$ cat src/verilog/cdr_map.svh
// register offsets, field positions and timing counts for the clock controller
`ifndef CDR_MAP_SVH
`define CDR_MAP_SVH

// main domain registers
`define CDR_REG_MAIN_CFG    16'h0100
`define CDR_REG_MAIN_EN     16'h0101
`define CDR_REG_MAIN_RATE0  16'h0102
`define CDR_REG_MAIN_FUNC   16'h0105
// async domain registers
`define CDR_REG_ASYNC_CFG   16'h0110
`define CDR_REG_ASYNC_EN    16'h0111
`define CDR_REG_ASYNC_RATE0 16'h0112
`define CDR_REG_ASYNC_FUNC  16'h0115
// rate detector registers
`define CDR_REG_DET_CTRL    16'h0120
`define CDR_REG_DET_RATE0   16'h0121
// status register and its bits
`define CDR_REG_STATUS      16'h0130
`define CDR_STS_MAIN_OFF    0
`define CDR_STS_ASYNC_OFF   1

// clock config fields
`define CDR_CFG_FREQ_LSB    0
`define CDR_CFG_SRC_LSB     8
`define CDR_CFG_FRAC_BIT    15
// detector control fields
`define CDR_DET_EN_BIT      0
`define CDR_DET_SEL_LSB     4
`define CDR_DET_POL_BIT     8

// rate codes; bit 3 marks the 44.1 kHz family
`define CDR_RATE_MIN        5'h01
`define CDR_RATE_MAX        5'h13
`define CDR_RATE_FAM_BIT    3
`define CDR_RATE_192K       5'h05
`define CDR_RATE_176K4      5'h0d
`define CDR_RATE_96K        5'h04
`define CDR_RATE_88K2       5'h0c

// status poll spacing
`define CDR_CLK_PERIOD_NS   10
`define CDR_POLL_GAP_NS     1000
`define CDR_POLL_GAP_CYC    (`CDR_POLL_GAP_NS / `CDR_CLK_PERIOD_NS)

`endif

$ cat src/verilog/cdr_pkg.sv
// types for the clock controller
`default_nettype none
package cdr_pkg;

  typedef enum logic [2:0] {
    CDR_OP_MAIN_CFG  = 3'b000,
    CDR_OP_MAIN_EN   = 3'b001,
    CDR_OP_MAIN_DIS  = 3'b010,
    CDR_OP_ASYNC_CFG = 3'b011,
    CDR_OP_ASYNC_EN  = 3'b100,
    CDR_OP_ASYNC_DIS = 3'b101,
    CDR_OP_DET_CFG   = 3'b110
  } cdr_op_t;

  typedef enum logic [2:0] {
    CDR_ST_IDLE  = 3'b000,
    CDR_ST_NEXT  = 3'b001,
    CDR_ST_WRITE = 3'b010,
    CDR_ST_POLL  = 3'b011,
    CDR_ST_GAP   = 3'b100,
    CDR_ST_DONE  = 3'b101
  } cdr_state_t;

endpackage : cdr_pkg
`default_nettype wire

$ cat src/verilog/cdr_ctrl.sv
// host controller for the codec clock domains and rate detector
// Notes on behaviour
// - never program one rate into two detect-rate fields
// - never pair 192k with 176.4k, nor 96k with 88.2k
// - frequency code and fraction match source; rates from one family (only the rates are checked, against the fraction)
// - enable source before main enable; reconfigure only while disabled
// - disable main-domain functions before clearing main enable
// - after clearing main enable, no writes until off status seen
// - async source and code match (not checked); source enabled before async enable
// - disable async-domain functions before clearing async enable
// - after clearing async enable, no writes until off status seen
// - keep async clock off when all rates follow the main clock; the controller does not check this
`timescale 1ns/1ps
`default_nettype none
`include "cdr_map.svh"
module cdr_ctrl
  import cdr_pkg::*;
(
  // clock and reset
  input  wire logic        clk_i,
  input  wire logic        rst_b_i,
  // user command port
  input  wire logic        cmd_valid_i,
  input  wire cdr_op_t     cmd_op_i,
  output logic             cmd_ready_o,
  output logic             cmd_done_o,
  output logic             cmd_err_o,
  input  wire logic        src_ready_i,
  // main domain settings
  input  wire logic [3:0]  main_src_i,
  input  wire logic [2:0]  main_freq_i,
  input  wire logic        main_frac_i,
  input  wire logic [14:0] main_rates_i,
  // async domain settings
  input  wire logic [3:0]  async_src_i,
  input  wire logic [2:0]  async_freq_i,
  input  wire logic [9:0]  async_rates_i,
  // rate detector settings
  input  wire logic        det_enable_i,
  input  wire logic [1:0]  det_sel_i,
  input  wire logic        det_policy_i,
  input  wire logic [19:0] det_rates_i,
  // domain state
  output logic             main_on_o,
  output logic             async_on_o,
  // device register port
  output logic             dev_wr_o,
  output logic             dev_rd_o,
  output logic [15:0]      dev_addr_o,
  output logic [15:0]      dev_wdata_o,
  input  wire logic        dev_ack_i,
  input  wire logic [15:0] dev_rdata_i,
  // device off-status pins
  input  wire logic        main_off_pin_i,
  input  wire logic        async_off_pin_i
);

  // bit 1: duplicate, bit 0: forbidden pair
  function automatic logic [1:0] det_check(input logic [19:0] r);
    logic dup;
    logic pair;
    logic [3:0] h192, h176, h96, h88;
    dup = 1'b0;
    for (int i = 0; i < 4; i++) begin
      for (int j = i + 1; j < 4; j++) begin
        if (r[i*5 +: 5] == r[j*5 +: 5]) dup = 1'b1;
      end
      h192[i] = (r[i*5 +: 5] == `CDR_RATE_192K);
      h176[i] = (r[i*5 +: 5] == `CDR_RATE_176K4);
      h96[i]  = (r[i*5 +: 5] == `CDR_RATE_96K);
      h88[i]  = (r[i*5 +: 5] == `CDR_RATE_88K2);
    end
    pair = ((|h192) && (|h176)) || ((|h96) && (|h88));
    return {dup, pair};
  endfunction : det_check

  function automatic logic in_range(input logic [4:0] c);
    return (c >= `CDR_RATE_MIN) && (c <= `CDR_RATE_MAX);
  endfunction : in_range

  cdr_state_t  state_ff;
  logic [31:0] step_ff [0:5];
  logic [2:0]  step_cnt_ff;
  logic [2:0]  step_idx_ff;
  logic        wait_off_ff;
  logic        wait_async_ff;
  logic        main_on_ff;
  logic        async_on_ff;
  logic        err_ff;
  logic [15:0] addr_ff;
  logic [15:0] wdata_ff;
  logic [7:0]  gap_ff;
  logic        main_off_sync;
  logic        async_off_sync;
  logic        cmd_ok;
  logic        accept;
  logic        off_seen;
  logic [15:0] main_cfg;
  logic [15:0] async_cfg;
  logic [15:0] det_ctrl;

  // main-off and async-off pins from the device
  cdr_sync2 u_main_off_sync (
    .clk_i   (clk_i),
    .rst_b_i (rst_b_i),
    .d_i     (main_off_pin_i),
    .q_o     (main_off_sync)
  );
  cdr_sync2 u_async_off_sync (
    .clk_i   (clk_i),
    .rst_b_i (rst_b_i),
    .d_i     (async_off_pin_i),
    .q_o     (async_off_sync)
  );

  // register words
  assign main_cfg = (16'(main_src_i) << `CDR_CFG_SRC_LSB)
                  | (16'(main_freq_i) << `CDR_CFG_FREQ_LSB)
                  | (16'(main_frac_i) << `CDR_CFG_FRAC_BIT);
  assign async_cfg = (16'(async_src_i) << `CDR_CFG_SRC_LSB)
                   | (16'(async_freq_i) << `CDR_CFG_FREQ_LSB);
  assign det_ctrl = (16'(det_enable_i) << `CDR_DET_EN_BIT)
                  | (16'(det_sel_i) << `CDR_DET_SEL_LSB)
                  | (16'(det_policy_i) << `CDR_DET_POL_BIT);

  // command legality
  always_comb begin
    cmd_ok = 1'b0;
    case (cmd_op_i)
      CDR_OP_MAIN_CFG: begin
        cmd_ok = !main_on_ff;
        for (int i = 0; i < 3; i++) begin
          if (!in_range(main_rates_i[i*5 +: 5])) cmd_ok = 1'b0;
          if (main_rates_i[i*5 + `CDR_RATE_FAM_BIT] != main_frac_i)
            cmd_ok = 1'b0;
        end
      end
      CDR_OP_MAIN_EN:   cmd_ok = src_ready_i && !main_on_ff;
      CDR_OP_MAIN_DIS:  cmd_ok = main_on_ff;
      CDR_OP_ASYNC_CFG: cmd_ok = !async_on_ff
                               && in_range(async_rates_i[4:0])
                               && in_range(async_rates_i[9:5]);
      CDR_OP_ASYNC_EN:  cmd_ok = src_ready_i && !async_on_ff;
      CDR_OP_ASYNC_DIS: cmd_ok = async_on_ff;
      CDR_OP_DET_CFG: begin
        cmd_ok = (det_check(det_rates_i) == 2'b00);
        for (int i = 0; i < 4; i++) begin
          if (!in_range(det_rates_i[i*5 +: 5])) cmd_ok = 1'b0;
        end
      end
      default: cmd_ok = 1'b0;
    endcase
  end

  assign cmd_ready_o = (state_ff == CDR_ST_IDLE);
  assign accept      = cmd_ready_o && cmd_valid_i && cmd_ok;
  assign off_seen    = wait_async_ff
                     ? (dev_rdata_i[`CDR_STS_ASYNC_OFF] || async_off_sync)
                     : (dev_rdata_i[`CDR_STS_MAIN_OFF] || main_off_sync);

  // write list built when a command is taken
  always_ff @(posedge clk_i) begin
    if (!rst_b_i) begin
      for (int i = 0; i < 6; i++) step_ff[i] <= 32'h0000_0000;
      step_cnt_ff   <= 3'h0;
      wait_off_ff   <= 1'b0;
      wait_async_ff <= 1'b0;
    end else if (accept) begin
      wait_off_ff   <= 1'b0;
      wait_async_ff <= 1'b0;
      case (cmd_op_i)
        CDR_OP_MAIN_CFG: begin
          step_ff[0] <= {`CDR_REG_MAIN_CFG, main_cfg};
          for (int i = 0; i < 3; i++)
            step_ff[i+1] <= {`CDR_REG_MAIN_RATE0 + 16'(i),
                             11'h000, main_rates_i[i*5 +: 5]};
          step_cnt_ff <= 3'h4;
        end
        CDR_OP_MAIN_EN: begin
          step_ff[0]  <= {`CDR_REG_MAIN_EN, 16'h0001};
          step_cnt_ff <= 3'h1;
        end
        CDR_OP_MAIN_DIS: begin
          step_ff[0]  <= {`CDR_REG_MAIN_FUNC, 16'h0000};
          step_ff[1]  <= {`CDR_REG_MAIN_EN, 16'h0000};
          step_cnt_ff <= 3'h2;
          wait_off_ff <= 1'b1;
        end
        CDR_OP_ASYNC_CFG: begin
          step_ff[0] <= {`CDR_REG_ASYNC_CFG, async_cfg};
          for (int i = 0; i < 2; i++)
            step_ff[i+1] <= {`CDR_REG_ASYNC_RATE0 + 16'(i),
                             11'h000, async_rates_i[i*5 +: 5]};
          step_cnt_ff <= 3'h3;
        end
        CDR_OP_ASYNC_EN: begin
          step_ff[0]  <= {`CDR_REG_ASYNC_EN, 16'h0001};
          step_cnt_ff <= 3'h1;
        end
        CDR_OP_ASYNC_DIS: begin
          step_ff[0]    <= {`CDR_REG_ASYNC_FUNC, 16'h0000};
          step_ff[1]    <= {`CDR_REG_ASYNC_EN, 16'h0000};
          step_cnt_ff   <= 3'h2;
          wait_off_ff   <= 1'b1;
          wait_async_ff <= 1'b1;
        end
        default: begin
          for (int i = 0; i < 4; i++)
            step_ff[i] <= {`CDR_REG_DET_RATE0 + 16'(i),
                           11'h000, det_rates_i[i*5 +: 5]};
          step_ff[4]  <= {`CDR_REG_DET_CTRL, det_ctrl};
          step_cnt_ff <= 3'h5;
        end
      endcase
    end
  end

  // sequencer
  always_ff @(posedge clk_i) begin
    if (!rst_b_i) begin
      state_ff    <= CDR_ST_IDLE;
      step_idx_ff <= 3'h0;
      addr_ff     <= 16'h0000;
      wdata_ff    <= 16'h0000;
      gap_ff      <= 8'h00;
    end else begin
      case (state_ff)
        CDR_ST_IDLE: begin
          step_idx_ff <= 3'h0;
          if (accept) state_ff <= CDR_ST_NEXT;
        end
        CDR_ST_NEXT: begin
          if (step_idx_ff == step_cnt_ff) begin
            addr_ff  <= `CDR_REG_STATUS;
            state_ff <= wait_off_ff ? CDR_ST_POLL : CDR_ST_DONE;
          end else begin
            addr_ff  <= step_ff[step_idx_ff][31:16];
            wdata_ff <= step_ff[step_idx_ff][15:0];
            state_ff <= CDR_ST_WRITE;
          end
        end
        CDR_ST_WRITE: begin
          if (dev_ack_i) begin
            step_idx_ff <= step_idx_ff + 3'h1;
            state_ff    <= CDR_ST_NEXT;
          end
        end
        CDR_ST_POLL: begin
          if (dev_ack_i) begin
            gap_ff   <= 8'(`CDR_POLL_GAP_CYC);
            state_ff <= off_seen ? CDR_ST_DONE : CDR_ST_GAP;
          end
        end
        CDR_ST_GAP: begin
          if (wait_async_ff ? async_off_sync : main_off_sync)
            state_ff <= CDR_ST_DONE;
          else if (gap_ff == 8'h00)
            state_ff <= CDR_ST_POLL;
          else
            gap_ff <= gap_ff - 8'h01;
        end
        CDR_ST_DONE: state_ff <= CDR_ST_IDLE;
        default:     state_ff <= CDR_ST_IDLE;
      endcase
    end
  end

  // domain state and refusal flag
  always_ff @(posedge clk_i) begin
    if (!rst_b_i) begin
      main_on_ff  <= 1'b0;
      async_on_ff <= 1'b0;
      err_ff      <= 1'b0;
    end else begin
      err_ff <= cmd_ready_o && cmd_valid_i && !cmd_ok;
      if (state_ff == CDR_ST_WRITE && dev_ack_i) begin
        if (addr_ff == `CDR_REG_MAIN_EN) main_on_ff <= wdata_ff[0];
        if (addr_ff == `CDR_REG_ASYNC_EN) async_on_ff <= wdata_ff[0];
      end
    end
  end

  assign dev_wr_o    = (state_ff == CDR_ST_WRITE);
  assign dev_rd_o    = (state_ff == CDR_ST_POLL);
  assign dev_addr_o  = addr_ff;
  assign dev_wdata_o = wdata_ff;
  assign cmd_done_o  = (state_ff == CDR_ST_DONE);
  assign cmd_err_o   = err_ff;
  assign main_on_o   = main_on_ff;
  assign async_on_o  = async_on_ff;

  // checking helpers
  logic [15:0] prev_addr_ff;
  logic        src_ok_ff;
  logic        frac_ff;
  logic [19:0] det_rates_ff;
  logic [1:0]  det_viol;
  assign det_viol = det_check(det_rates_ff);
  always_ff @(posedge clk_i) begin
    if (!rst_b_i) begin
      prev_addr_ff <= 16'h0000;
      src_ok_ff    <= 1'b0;
      frac_ff      <= 1'b0;
      det_rates_ff <= 20'h00000;
    end else begin
      if (dev_wr_o && dev_ack_i) prev_addr_ff <= dev_addr_o;
      if (accept) begin
        src_ok_ff    <= src_ready_i;
        frac_ff      <= main_frac_i;
        det_rates_ff <= det_rates_i;
      end
    end
  end
endmodule : cdr_ctrl
`default_nettype wire

$ cat src/verilog/cdr_sync2.sv
// two flip-flop synchroniser for one pin
`timescale 1ns/1ps
`default_nettype none
module cdr_sync2 (
  // clock and reset
  input  wire logic clk_i,
  input  wire logic rst_b_i,
  // pin and synchronised level
  input  wire logic d_i,
  output logic      q_o
);
  logic meta_ff;
  logic sync_ff;

  always_ff @(posedge clk_i) begin
    if (!rst_b_i) begin
      meta_ff <= 1'b0;
      sync_ff <= 1'b0;
    end else begin
      meta_ff <= d_i;
      sync_ff <= meta_ff;
    end
  end

  assign q_o = sync_ff;
endmodule : cdr_sync2
`default_nettype wire
$ cat config.mk
export PLATFORM = sky130hd
export DESIGN_NAME = cdr_ctrl
export DESIGN_NICKNAME = d
export VERILOG_FILES = /design/src/verilog/cdr_pkg.sv /design/src/verilog/cdr_ctrl.sv /design/src/verilog/cdr_sync2.sv
export VERILOG_INCLUDE_DIRS = /design/src /design/src/verilog
export SDC_FILE = /design/constraint.sdc
export NUM_CORES = 1
export LEC_CHECK = 0
export BUFFER_PORTS_ARGS = -buffer_cell sky130_fd_sc_hd__buf_2
export CAP_MARGIN = 30
export CELL_PAD_IN_SITES_DETAIL_PLACEMENT = 1
export CELL_PAD_IN_SITES_GLOBAL_PLACEMENT = 1
export CORE_MARGIN = 3
export CORE_UTILIZATION = 40
export CTS_CLUSTER_SIZE = 16
export DETAILED_ROUTE_END_ITERATION = 12
export PLACE_DENSITY_LB_ADDON = 0.08
export SLEW_MARGIN = 0
export SYNTH_ARGS = -nofsm -noshare
export SYNTH_HDL_FRONTEND = slang
export SYNTH_HIERARCHICAL = 1
export SYNTH_SLANG_ARGS = --single-unit
$ cat constraint.sdc
create_clock -name clk_i -period 6 [get_ports clk_i]
set_clock_uncertainty 0.15 [all_clocks]
set_input_delay 0.9 -clock clk_i [delete_from_list [all_inputs] [get_ports clk_i]]
set_output_delay 0.9 -clock clk_i [all_outputs]
set_load 0.05 [all_outputs]
==> results of run 1 <==
## flip-flops by register name (all words and copies together), names as in the netlist, named ones only
name                      cells
gap_ff                        8
main_on_o                     1
dev_wdata_o                  11
state_ff                      3
step_ff                      45
u_async_off_sync/meta_ff      1
u_async_off_sync/q_o          1
dev_addr_o                    6
wait_async_ff                 1
u_main_off_sync/q_o           1
step_cnt_ff                   3
async_on_o                    1
u_main_off_sync/meta_ff       1
wait_off_ff                   1
cmd_err_o                     1
step_idx_ff                   3
## power groups by stage
stage,clock (uW),sequential [uW],combinational (uW)
2_1_floorplan,0,767,252
3_3_place_gp,0,737,376
5_1_grt,579,733,422
6_report,540,727,388
3_5_place_dp,0,740,386
4_1_cts,552,726,389
## cells by family (layout without fill, tap and decap cells)
group | after synthesis | count (layout) | synth area share
muxes | 11 | 11 | 0.03785
buffers and inverters | 72 | 132 | 0.07022
DFF | 91 | 91 | 0.4228
other | 1 | 15 | 0.0007134
and+or+nand+nor | 237 | 237 | 0.2326
AOI/OAI and AO/OA | 131 | 131 | 0.1628
adders and majority gates | 2 | 2 | 0.004760
xor gates and xnor gates | 41 | 41 | 0.06832
## worst reg2reg max path, stage by stage, from the launching register on
cell      delay [ns]
dfxtp_1         0.49
nor3b_1         0.09
o21ai_0         0.18
a21oi_1         0.08
or4_1           0.57
a31oi_1         0.18
buf_4           0.21
nand2b_1        0.46
nand2_1         0.53
## area by class of cell
class	instances	area, um^2
fillers	1580	6706
multi-input cells	437	2718
flip-flops and latches	91	2222
repair buffers	105	535.5
clock buffers	9	225.2
well taps	172	215.2
clock inverters	7	58.81
inverters	11	41.29
## worst max path at each step
stage	start	end	cells past startpoint
2_1_floorplan	cmd_op_i[0]	step_ff[1][0]	9
3_3_place_gp	cmd_op_i[2]	step_ff[2][3]	9
3_5_place_dp	cmd_op_i[2]	step_ff[2][3]	9
4_1_cts	cmd_op_i[2]	step_ff[2][3]	9
5_1_grt	cmd_op_i[2]	step_ff[0][3]	8
6_report	cmd_op_i[2]	step_ff[0][20]	8
## stage by stage
stage / hold WS, ns / cells
after global routing: 0.3163 / 832
after detailed placement: 0.2728 / 814
after global placement: 0.2641 / 814
final: 0.2850 / 832
after CTS: 0.2884 / 830
after floorplan: 0.2618 / 600
## metal layers
layer | part of all wire | GRT usage
met2 | 0.50 | 0.3755
met4 | 0.020 | 0.07011
met1 | 0.43 | 0.2814
met3 | 0.049 | 0.03227
met5 | 0 | 0
## placed cells by master (no fill, tap or decap), types with 15 or more instances in the layout
cell type,count
a21oi_1,18
a22oi_1,18
and2_1,17
buf_2,101
conb_1,15
dfxtp_1,51
edfxtp_1,40
nand2_1,40
nand3_1,24
nor2_1,65
nor2b_1,16
nor3_1,22
o21ai_0,30
xnor2_1,26
xor2_1,15
==> impl_metrics.env, run 1 <==
export IMPL_cts_buffers=9
export IMPL_tightest_slew_ns=0.9356
export IMPL_setup_violations=0
export IMPL_root_buffer="clkbuf_16"
export IMPL_dp_hpwl_um=12020
export IMPL_dieArea_um2=14550
export IMPL_rsz0062_at_grt="no"
export IMPL_drc=0
export IMPL_slew_violations=0
export IMPL_power_frac_seq=0.439
export IMPL_worst_r2r_path_depth=8
export IMPL_total_power_uw=1655
export IMPL_final_hold_violation_count=0
export IMPL_drv_cap=0
export IMPL_holdBufCountCts=0
export IMPL_cts_buffer_depth=2
export IMPL_arrival_ns=3.75
export IMPL_fin_util=0.4729
export IMPL_p_int_uw=1098
export IMPL_fin_area_um2=6016
export IMPL_antenna_found_initial=0
export IMPL_synth_area_per_cell_um2=8.970
export IMPL_r2r_slack_ns=2.64
export IMPL_synth_area_leaders="edfxtp_1 23%, dfxtp_1 19%, nor2_1 4.6%"
export IMPL_synthArstFlopShare=0
export IMPL_ys_ff_latch=91
export IMPL_synth_common_cells="65 x nor2_1, 51 x dfxtp_1, 40 x edfxtp_1, 40 x nand2_1, 30 x o21ai_0"
export IMPL_clk_pin_slew_ns=0.07
export IMPL_core_area_um2=12720
export IMPL_crit_path_max_incr_delay_ns=0.57
export IMPL_cts_resized=0
export IMPL_start_util=0.4132
export IMPL_synth_top_area_share=0.2285
export IMPL_worstPathBufferInverterCount=2
export IMPL_ant_nets=0
export IMPL_p_per_area_nw_per_um2=275.0
export IMPL_cts_tree="built"
export IMPL_grt_pass1_vias=4706
export IMPL_place_area_um2=5722
export IMPL_crit_family="simple AND/OR/NAND/NOR gates"
export IMPL_synth_distinct_cells=57
export IMPL_holdPathEnd="u_async_off_sync/q_o"
export IMPL_critical_path_slowest_cell="or4_1"
export IMPL_grt_pass1_wl_um=24880
export IMPL_synthCells=586
export IMPL_routed_wl_um=15500
export IMPL_yosys_warnings=6
export IMPL_p_clk_frac=0.326
export IMPL_fmaxAchievable_mhz=251.9
export IMPL_crit_path_start_kind="input pin"
export IMPL_finalNetCount=747
export IMPL_crit_type="in2reg"
export IMPL_place_gp_congestion=0.8436
export IMPL_portBuffers=99
export IMPL_p_comb_frac=0.235
export IMPL_syn_to_final_growth_pct=14.45
export IMPL_synth_area_leader_cell="edfxtp_1"
export IMPL_post_route_period_util=0.6616
export IMPL_grt_max_degree=56
export IMPL_min_path_cells=1
export IMPL_synth_edf_count=40
export IMPL_worstPathMaxFanout=29
export IMPL_worst_slack_ns=2.030
export IMPL_r2r_end="step_ff[0][20]"
export IMPL_postCtsSetupBuffers=0
export IMPL_row_count=41
export IMPL_fp_dieH_um=120.6
export IMPL_clock_latency_ns=0.35
export IMPL_synthFlopType="dfxtp_1"
export IMPL_peakVddDrop_uv=136.9
export IMPL_p_sw_uw=556.1
export IMPL_vias=4554
export IMPL_syn_cell_area_um2=5256
export IMPL_fin_crit_ns=3.970
export IMPL_yosysMostFrequentCell="nor2_1"
export IMPL_worstPathRequired_ns=5.78
export IMPL_drt_wirelength_per_cell_um=18.63
export IMPL_path_cells="buf_2, nor2b_1, and3b_1, or4_1, a31oi_1, buf_4, nand2b_1, nand2_1"
export IMPL_cts_num_sinks=91
export IMPL_timing_rr_start="async_on_o"
export IMPL_switching_share=0.3361
export IMPL_grt_use_total=0.2179
export IMPL_grt_overflow=0
export IMPL_yosysSeqAreaShare=0.4228
export IMPL_viasPerCell=5.474
export IMPL_worst_setup_path_end_kind="flop"
export IMPL_min_delay_start="u_async_off_sync/meta_ff"
export IMPL_drt_initial_drc_count=258
export IMPL_diodes=0
export IMPL_min_path_type="reg2reg"
export IMPL_p_leak_uw=0.002268
export IMPL_max_slew_margin=0.3740
export IMPL_drt_pre_antenna_iters=5
export IMPL_finalSetupTns_ns=0
export IMPL_drive_gt1_frac=0.2061
export IMPL_dp_slack_ns=1.432
export IMPL_h_tree_depth=3
export IMPL_pin_count=129
export IMPL_fp_dieW_um=120.6
export IMPL_status="completed"
(Power assumes the default switching activity.)
==> run 2: changes to the inputs <==
ABC_AREA = 1   (was default)
CORE_UTILIZATION = 38   (was 40)
clock period = 4 ns   (was 6 ns; I/O delays follow)
==> impl_metrics.env, run 2 <==
export IMPL_final_common_cell="nand2_1"
export IMPL_fp_dieW_um=127.6
export IMPL_slew_violations=0
export IMPL_yosys_warnings=6
export IMPL_min_path_type="reg2reg"
export IMPL_drv_cap=0
export IMPL_viasPerCell=5.231
export IMPL_drive_gt1_frac=0.1612
export IMPL_yosysSeqAreaShare=0.3955
export IMPL_drt_pre_antenna_iters=5
export IMPL_crit_path_max_incr_delay_ns=0.37
export IMPL_synthArstFlopShare=0
export IMPL_place_gp_congestion=0.8639
export IMPL_vias=5744
export IMPL_cts_resized=0
export IMPL_fin_crit_ns=3.217
export IMPL_grt_overflow=0
export IMPL_final_cell_mix="203 x nand2_1, 137 x nor2_1, 99 x buf_2"
export IMPL_h_tree_depth=3
export IMPL_cts_num_sinks=91
export IMPL_worstPathRequired_ns=4.03
export IMPL_synth_top_area_share=0.2138
export IMPL_worstPathMaxFanout=20
export IMPL_crit_family="simple AND/OR/NAND/NOR gates"
export IMPL_worst_path_most_repeated_cell="nor2_1"
export IMPL_drc=0
export IMPL_worst_setup_path_end_kind="flop"
export IMPL_largest_reg_flops=45
export IMPL_rsz0062_at_grt="no"
export IMPL_row_count=43
export IMPL_synthCells=826
export IMPL_root_buffer="clkbuf_16"
export IMPL_start_util=0.3970
export IMPL_path_cells="buf_2, inv_2, nor2_1, nand3_1, nand2_1, nor2_1, nor2_1, nor2_1, nand3_1, nand2_2, nand2_4, nor2_4, nand2_2, inv_2, nor2_1, nor2_1"
export IMPL_max_slew_margin=0.5132
export IMPL_arrival_ns=3.25
export IMPL_finalNetCount=1005
export IMPL_synth_area_leader_cell="edfxtp_1"
export IMPL_ant_nets=0
export IMPL_peakVddDrop_uv=236.2
export IMPL_yosysMostFrequentCell="nand2_1"
export IMPL_synth_area_per_cell_um2=6.801
export IMPL_pin_count=129
export IMPL_tightest_slew_ns=0.7292
export IMPL_portBuffers=99
export IMPL_core_area_um2=14150
export IMPL_crit_type="in2reg"
export IMPL_syn_to_final_growth_pct=15.23
export IMPL_antenna_found_initial=0
export IMPL_dp_cells=1082
export IMPL_p_per_area_nw_per_um2=400.7
export IMPL_regMostFlops="step_ff"
export IMPL_p_leak_uw=0.003268
export IMPL_post_route_period_util=0.8042
export IMPL_setup_violations=0
export IMPL_critical_path_slowest_cell="nand2_2"
export IMPL_diodes=0
export IMPL_drt_initial_drc_count=383
export IMPL_postCtsSetupBuffers=0
export IMPL_layout_cells_non_filler=1098
export IMPL_grt_use_total=0.2316
export IMPL_synth_edf_count=40
export IMPL_fp_dieH_um=127.6
export IMPL_holdBufCountCts=0
export IMPL_synth_common_cells="203 x nand2_1, 137 x nor2_1, 90 x inv_1"
export IMPL_cts_buffer_depth=2
export IMPL_synthFlopType="dfxtp_1"
export IMPL_crit_path_start_kind="input pin"
export IMPL_grt_pass1_vias=5866
export IMPL_clock_latency_ns=0.34
export IMPL_syn_cell_area_um2=5618
export IMPL_worstPathBufferInverterCount=3
export IMPL_fmaxAchievable_mhz=310.9
export IMPL_finalSetupTns_ns=0
export IMPL_routed_wl_um=18500
export IMPL_dieArea_um2=16280
export IMPL_cts_buffers=9
export IMPL_clk_pin_slew_ns=0.06
export IMPL_cts_tree="built"
export IMPL_grt_max_degree=37
export IMPL_dp_hpwl_um=14560
export IMPL_ys_ff_latch=91
export IMPL_final_hold_violation_count=0
export IMPL_synth_distinct_cells=47
export IMPL_grt_pass1_wl_um=30020
export IMPL_synth_area_leaders="edfxtp_1 21%, dfxtp_1 18%, nand2_1 14%"
export IMPL_drt_wirelength_per_cell_um=16.84
export IMPL_status="completed"
==> run 2: cell types whose count changed after synthesis, sizes merged, moves of 14 or more <==
cell | before | now
o21ai | 30 | 47
nor2b | 16 | 0
nor2 | 65 | 142
xor2 | 15 | 1
inv | 11 | 105
xnor2 | 26 | 9
a22oi | 18 | 0
a21oi | 18 | 40
nand3 | 24 | 65
nand2 | 40 | 208
and2 | 18 | 2
==> run 2: path summary, 6_finish.rpt <==
path,from,endpoint,slack (ns),cells past startpoint
worst max-delay path,det_rates_i[12],step_ff[2][0],0.78,16
worst min-delay path,u_main_off_sync/meta_ff,u_main_off_sync/q_o,0.27,2
worst max register to register,main_on_o,step_ff[2][0],0.99,12
worst min register to register,u_main_off_sync/meta_ff,u_main_off_sync/q_o,0.27,2
==> run 2: metal layers <==
layer / up-vias / routed length, um / track usage
met4: 0 / 225 / 0.05181
li1: 2826 / - / -
met1: 2756 / 8673 / 0.3179
met2: 148 / 8768 / 0.3902
met5: - / 0 / 0
met3: 14 / 827 / 0.03094
==> run 2: logic make-up after synthesis <==
kind of cell,synth area share
flip-flops,0.3955
buffers and inverters,0.1189
adder cells (fa/ha/maj),0.004454
other,0.0006675
AND/OR/NAND/NOR,0.3461
XOR/XNOR,0.01559
AO/OA/AOI/OAI,0.1187
==> run 2: worst reg2reg max path: stages, from the launching register on <==
cell and delay, ns:
dfxtp_1 0.42, a21oi_1 0.18, nand2_1 0.08, nand3b_1 0.17, nor2_1 0.12, nor2_1 0.07
nand2_2 0.33, nand2_4 0.15, nor2_4 0.30, nand2_2 0.31, inv_2 0.33, nor2_1 0.08
nor2_1 0.16
==> run 2: layout make-up <==
class	count	area, um^2
Tap cell	180	225.2
Clock buffer	13	262.8
Sequential cell	91	2222
Inverter	106	397.9
Timing Repair Buffer	105	540.5
Fill cell	1886	7676
Clock inverter	3	45.04
Multi-Input combinational cell	600	2780
==> run 2: report_power, final <==
group / switching (uW) / internal [uW]
sequential: 40.9 / 1030
clock: 364 / 528
combinational: 462 / 167
==> run 2: metrics by stage <==
| stage | hold slack (ns) | util | worst slack (ns) | power, uW | instance area [um^2] |
|---|---|---|---|---|---|
| floorplan | 0.2400 | - | 1.197 | 1530 | 5670 |
| global placement | 0.2470 | 0.4358 | 0.5206 | 1698 | 6166 |
| detailed placement | 0.2558 | 0.4358 | 0.4288 | 1723 | 6166 |
| CTS | 0.2713 | 0.4575 | 0.7738 | 2604 | 6474 |
| global route | 0.2893 | 0.4575 | 0.4689 | 2714 | 6474 |
| finish | 0.2653 | 0.4575 | 0.7832 | 2594 | 6474 |
==> run 3: changes to the inputs <==
clock period = 3 ns   (was 4 ns; I/O delays follow)
==> impl_metrics.env, run 3 (synthesis gave the netlist of run 2 again) <==
export IMPL_min_path_cells=3
export IMPL_crit_path_start_kind="flop"
export IMPL_grt_pass1_wl_um=30150
export IMPL_antenna_found_initial=0
export IMPL_cts_num_sinks=91
export IMPL_crit_type="reg2reg"
export IMPL_p_per_area_nw_per_um2=522.4
export IMPL_fin_crit_ns=2.583
export IMPL_finalSetupTns_ns=0
export IMPL_worst_setup_path_end_kind="flop"
export IMPL_p_leak_uw=0.003341
export IMPL_portBuffers=99
export IMPL_p_comb_frac=0.249
export IMPL_min_path_type="in2reg"
export IMPL_grt_pass1_vias=5979
export IMPL_r2r_end="step_ff[1][4]"
export IMPL_fin_area_um2=6604
export IMPL_final_cell_mix="203 x nand2_1, 137 x nor2_1, 99 x buf_2"
export IMPL_dp_hpwl_um=14910
export IMPL_place_area_um2=6304
export IMPL_drive_gt1_frac=0.1726
export IMPL_drt_pre_antenna_iters=4
export IMPL_arrival_ns=2.58
export IMPL_viasPerCell=5.165
export IMPL_worst_path_most_repeated_cell="nand2_1"
export IMPL_fp_dieH_um=127.6
export IMPL_crit_path_max_incr_delay_ns=0.34
export IMPL_diodes=0
export IMPL_peakVddDrop_uv=286.3
export IMPL_slew_violations=0
export IMPL_vias=5749
export IMPL_final_hold_violation_count=0
export IMPL_p_sw_uw=1141
export IMPL_drc=0
export IMPL_startpoint="state_ff[2]"
export IMPL_cts_resized=0
export IMPL_root_buffer="clkbuf_16"
export IMPL_final_common_cell="nand2_1"
export IMPL_path_cells="nor2_2, nand2_1, nor2_4, nand2_1, nor2_4, nand2_2, inv_2, nand3_1, nand2_1, nor2_1, nor2_1"
export IMPL_r2r_slack_ns=0.42
export IMPL_ant_nets=0
export IMPL_largest_reg_flops=45
export IMPL_regMostFlops="step_ff"
export IMPL_fmaxAchievable_mhz=387.1
export IMPL_worst_hold_slack_ns=0.1489
export IMPL_drt_initial_drc_count=325
export IMPL_p_clk_frac=0.336
export IMPL_worst_r2r_path_depth=11
export IMPL_setup_violations=0
export IMPL_power_frac_seq=0.415
export IMPL_grt_overflow=0
export IMPL_finalNetCount=1020
export IMPL_grt_max_degree=37
export IMPL_drv_cap=0
export IMPL_grt_use_total=0.2330
export IMPL_tightest_slew_ns=0.6712
export IMPL_p_int_uw=2309
export IMPL_drt_wirelength_per_cell_um=17.01
export IMPL_fin_util=0.4667
export IMPL_worstPathMaxFanout=12
export IMPL_rsz0062_at_grt="no"
export IMPL_timing_rr_start="state_ff[2]"
export IMPL_cts_tree="built"
export IMPL_routed_wl_um=18930
export IMPL_postCtsSetupBuffers=0
export IMPL_row_count=43
export IMPL_switching_share=0.3307
export IMPL_total_power_uw=3450
export IMPL_clk_pin_slew_ns=0.06
export IMPL_place_gp_congestion=0.8937
export IMPL_dieArea_um2=16280
export IMPL_critical_path_slowest_cell="dfxtp_1"
export IMPL_crit_path_end="step_ff[1][4]"
export IMPL_status="completed"
export IMPL_max_slew_margin=0.5520
export IMPL_cts_buffer_depth=2
export IMPL_core_area_um2=14150
export IMPL_h_tree_depth=3
export IMPL_pin_count=129
export IMPL_worstPathRequired_ns=3.00
export IMPL_clock_latency_ns=0.34
export IMPL_holdBufCountCts=0
export IMPL_n_fill_cell=1913
export IMPL_start_util=0.3970
export IMPL_post_route_period_util=0.8610
export IMPL_fp_dieW_um=127.6
export IMPL_cts_buffers=9
export IMPL_syn_to_final_growth_pct=17.55
run 3: layer usage:
layer / routed length, um / vias up / GRT usage
met5: 0 / - / 0
met4: 259 / 0 / 0.05805
met3: 868 / 23 / 0.03094
met2: 9295 / 158 / 0.4060
met1: 8508 / 2715 / 0.3061
li1: - / 2853 / -
run 3: cell type report:
type | count | area (um^2) | area share
flip-flops and latches | 91 | 2222 | 0.3365
inverters | 106 | 397.9 | 0.06025
clock inverters | 2 | 35.03 | 0.005305
repair buffers | 120 | 678.2 | 0.1027
multi-input cells | 600 | 2780 | 0.4210
clock buffers | 14 | 265.3 | 0.04017
well taps | 180 | 225.2 | 0.03410
run 3: power groups by stage:
| stage | Combinational (uW) | Clock, uW | Sequential [uW] |
|---|---|---|---|
| after floorplan | 497 | 0 | 1540 |
| after global placement | 829 | 0 | 1450 |
| after detailed placement | 857 | 0 | 1460 |
| after CTS | 864 | 1170 | 1430 |
| after global routing | 943 | 1220 | 1440 |
| final | 860 | 1160 | 1430 |
run 3: how the worst min path moves through the flow:
stage	startpoint	end	slack, ns
after global placement	u_main_off_sync/meta_ff	u_main_off_sync/q_o	0.25
after detailed placement	u_main_off_sync/meta_ff	u_main_off_sync/q_o	0.26
after global routing	async_off_pin_i	u_async_off_sync/meta_ff	0.15
final	async_off_pin_i	u_async_off_sync/meta_ff	0.15
after floorplan	u_async_off_sync/meta_ff	u_async_off_sync/q_o	0.24
after CTS	async_off_pin_i	u_async_off_sync/meta_ff	0.13
run 3: critical path: cells and delay by family (launching register included):
kind / cells / cell delay [ns]
buf+inv: 1 / 0.17
simple gates: 10 / 1.71
flops: 1 / 0.34
run 3: through the flow:
stage | setup slack [ns] | cells
2_1_floorplan | 0.3474 | 840
3_3_place_gp | 0.1559 | 1097
3_5_place_dp | 0.09368 | 1097
4_1_cts | 0.4310 | 1113
5_1_grt | 0.2503 | 1113
6_report | 0.4170 | 1113
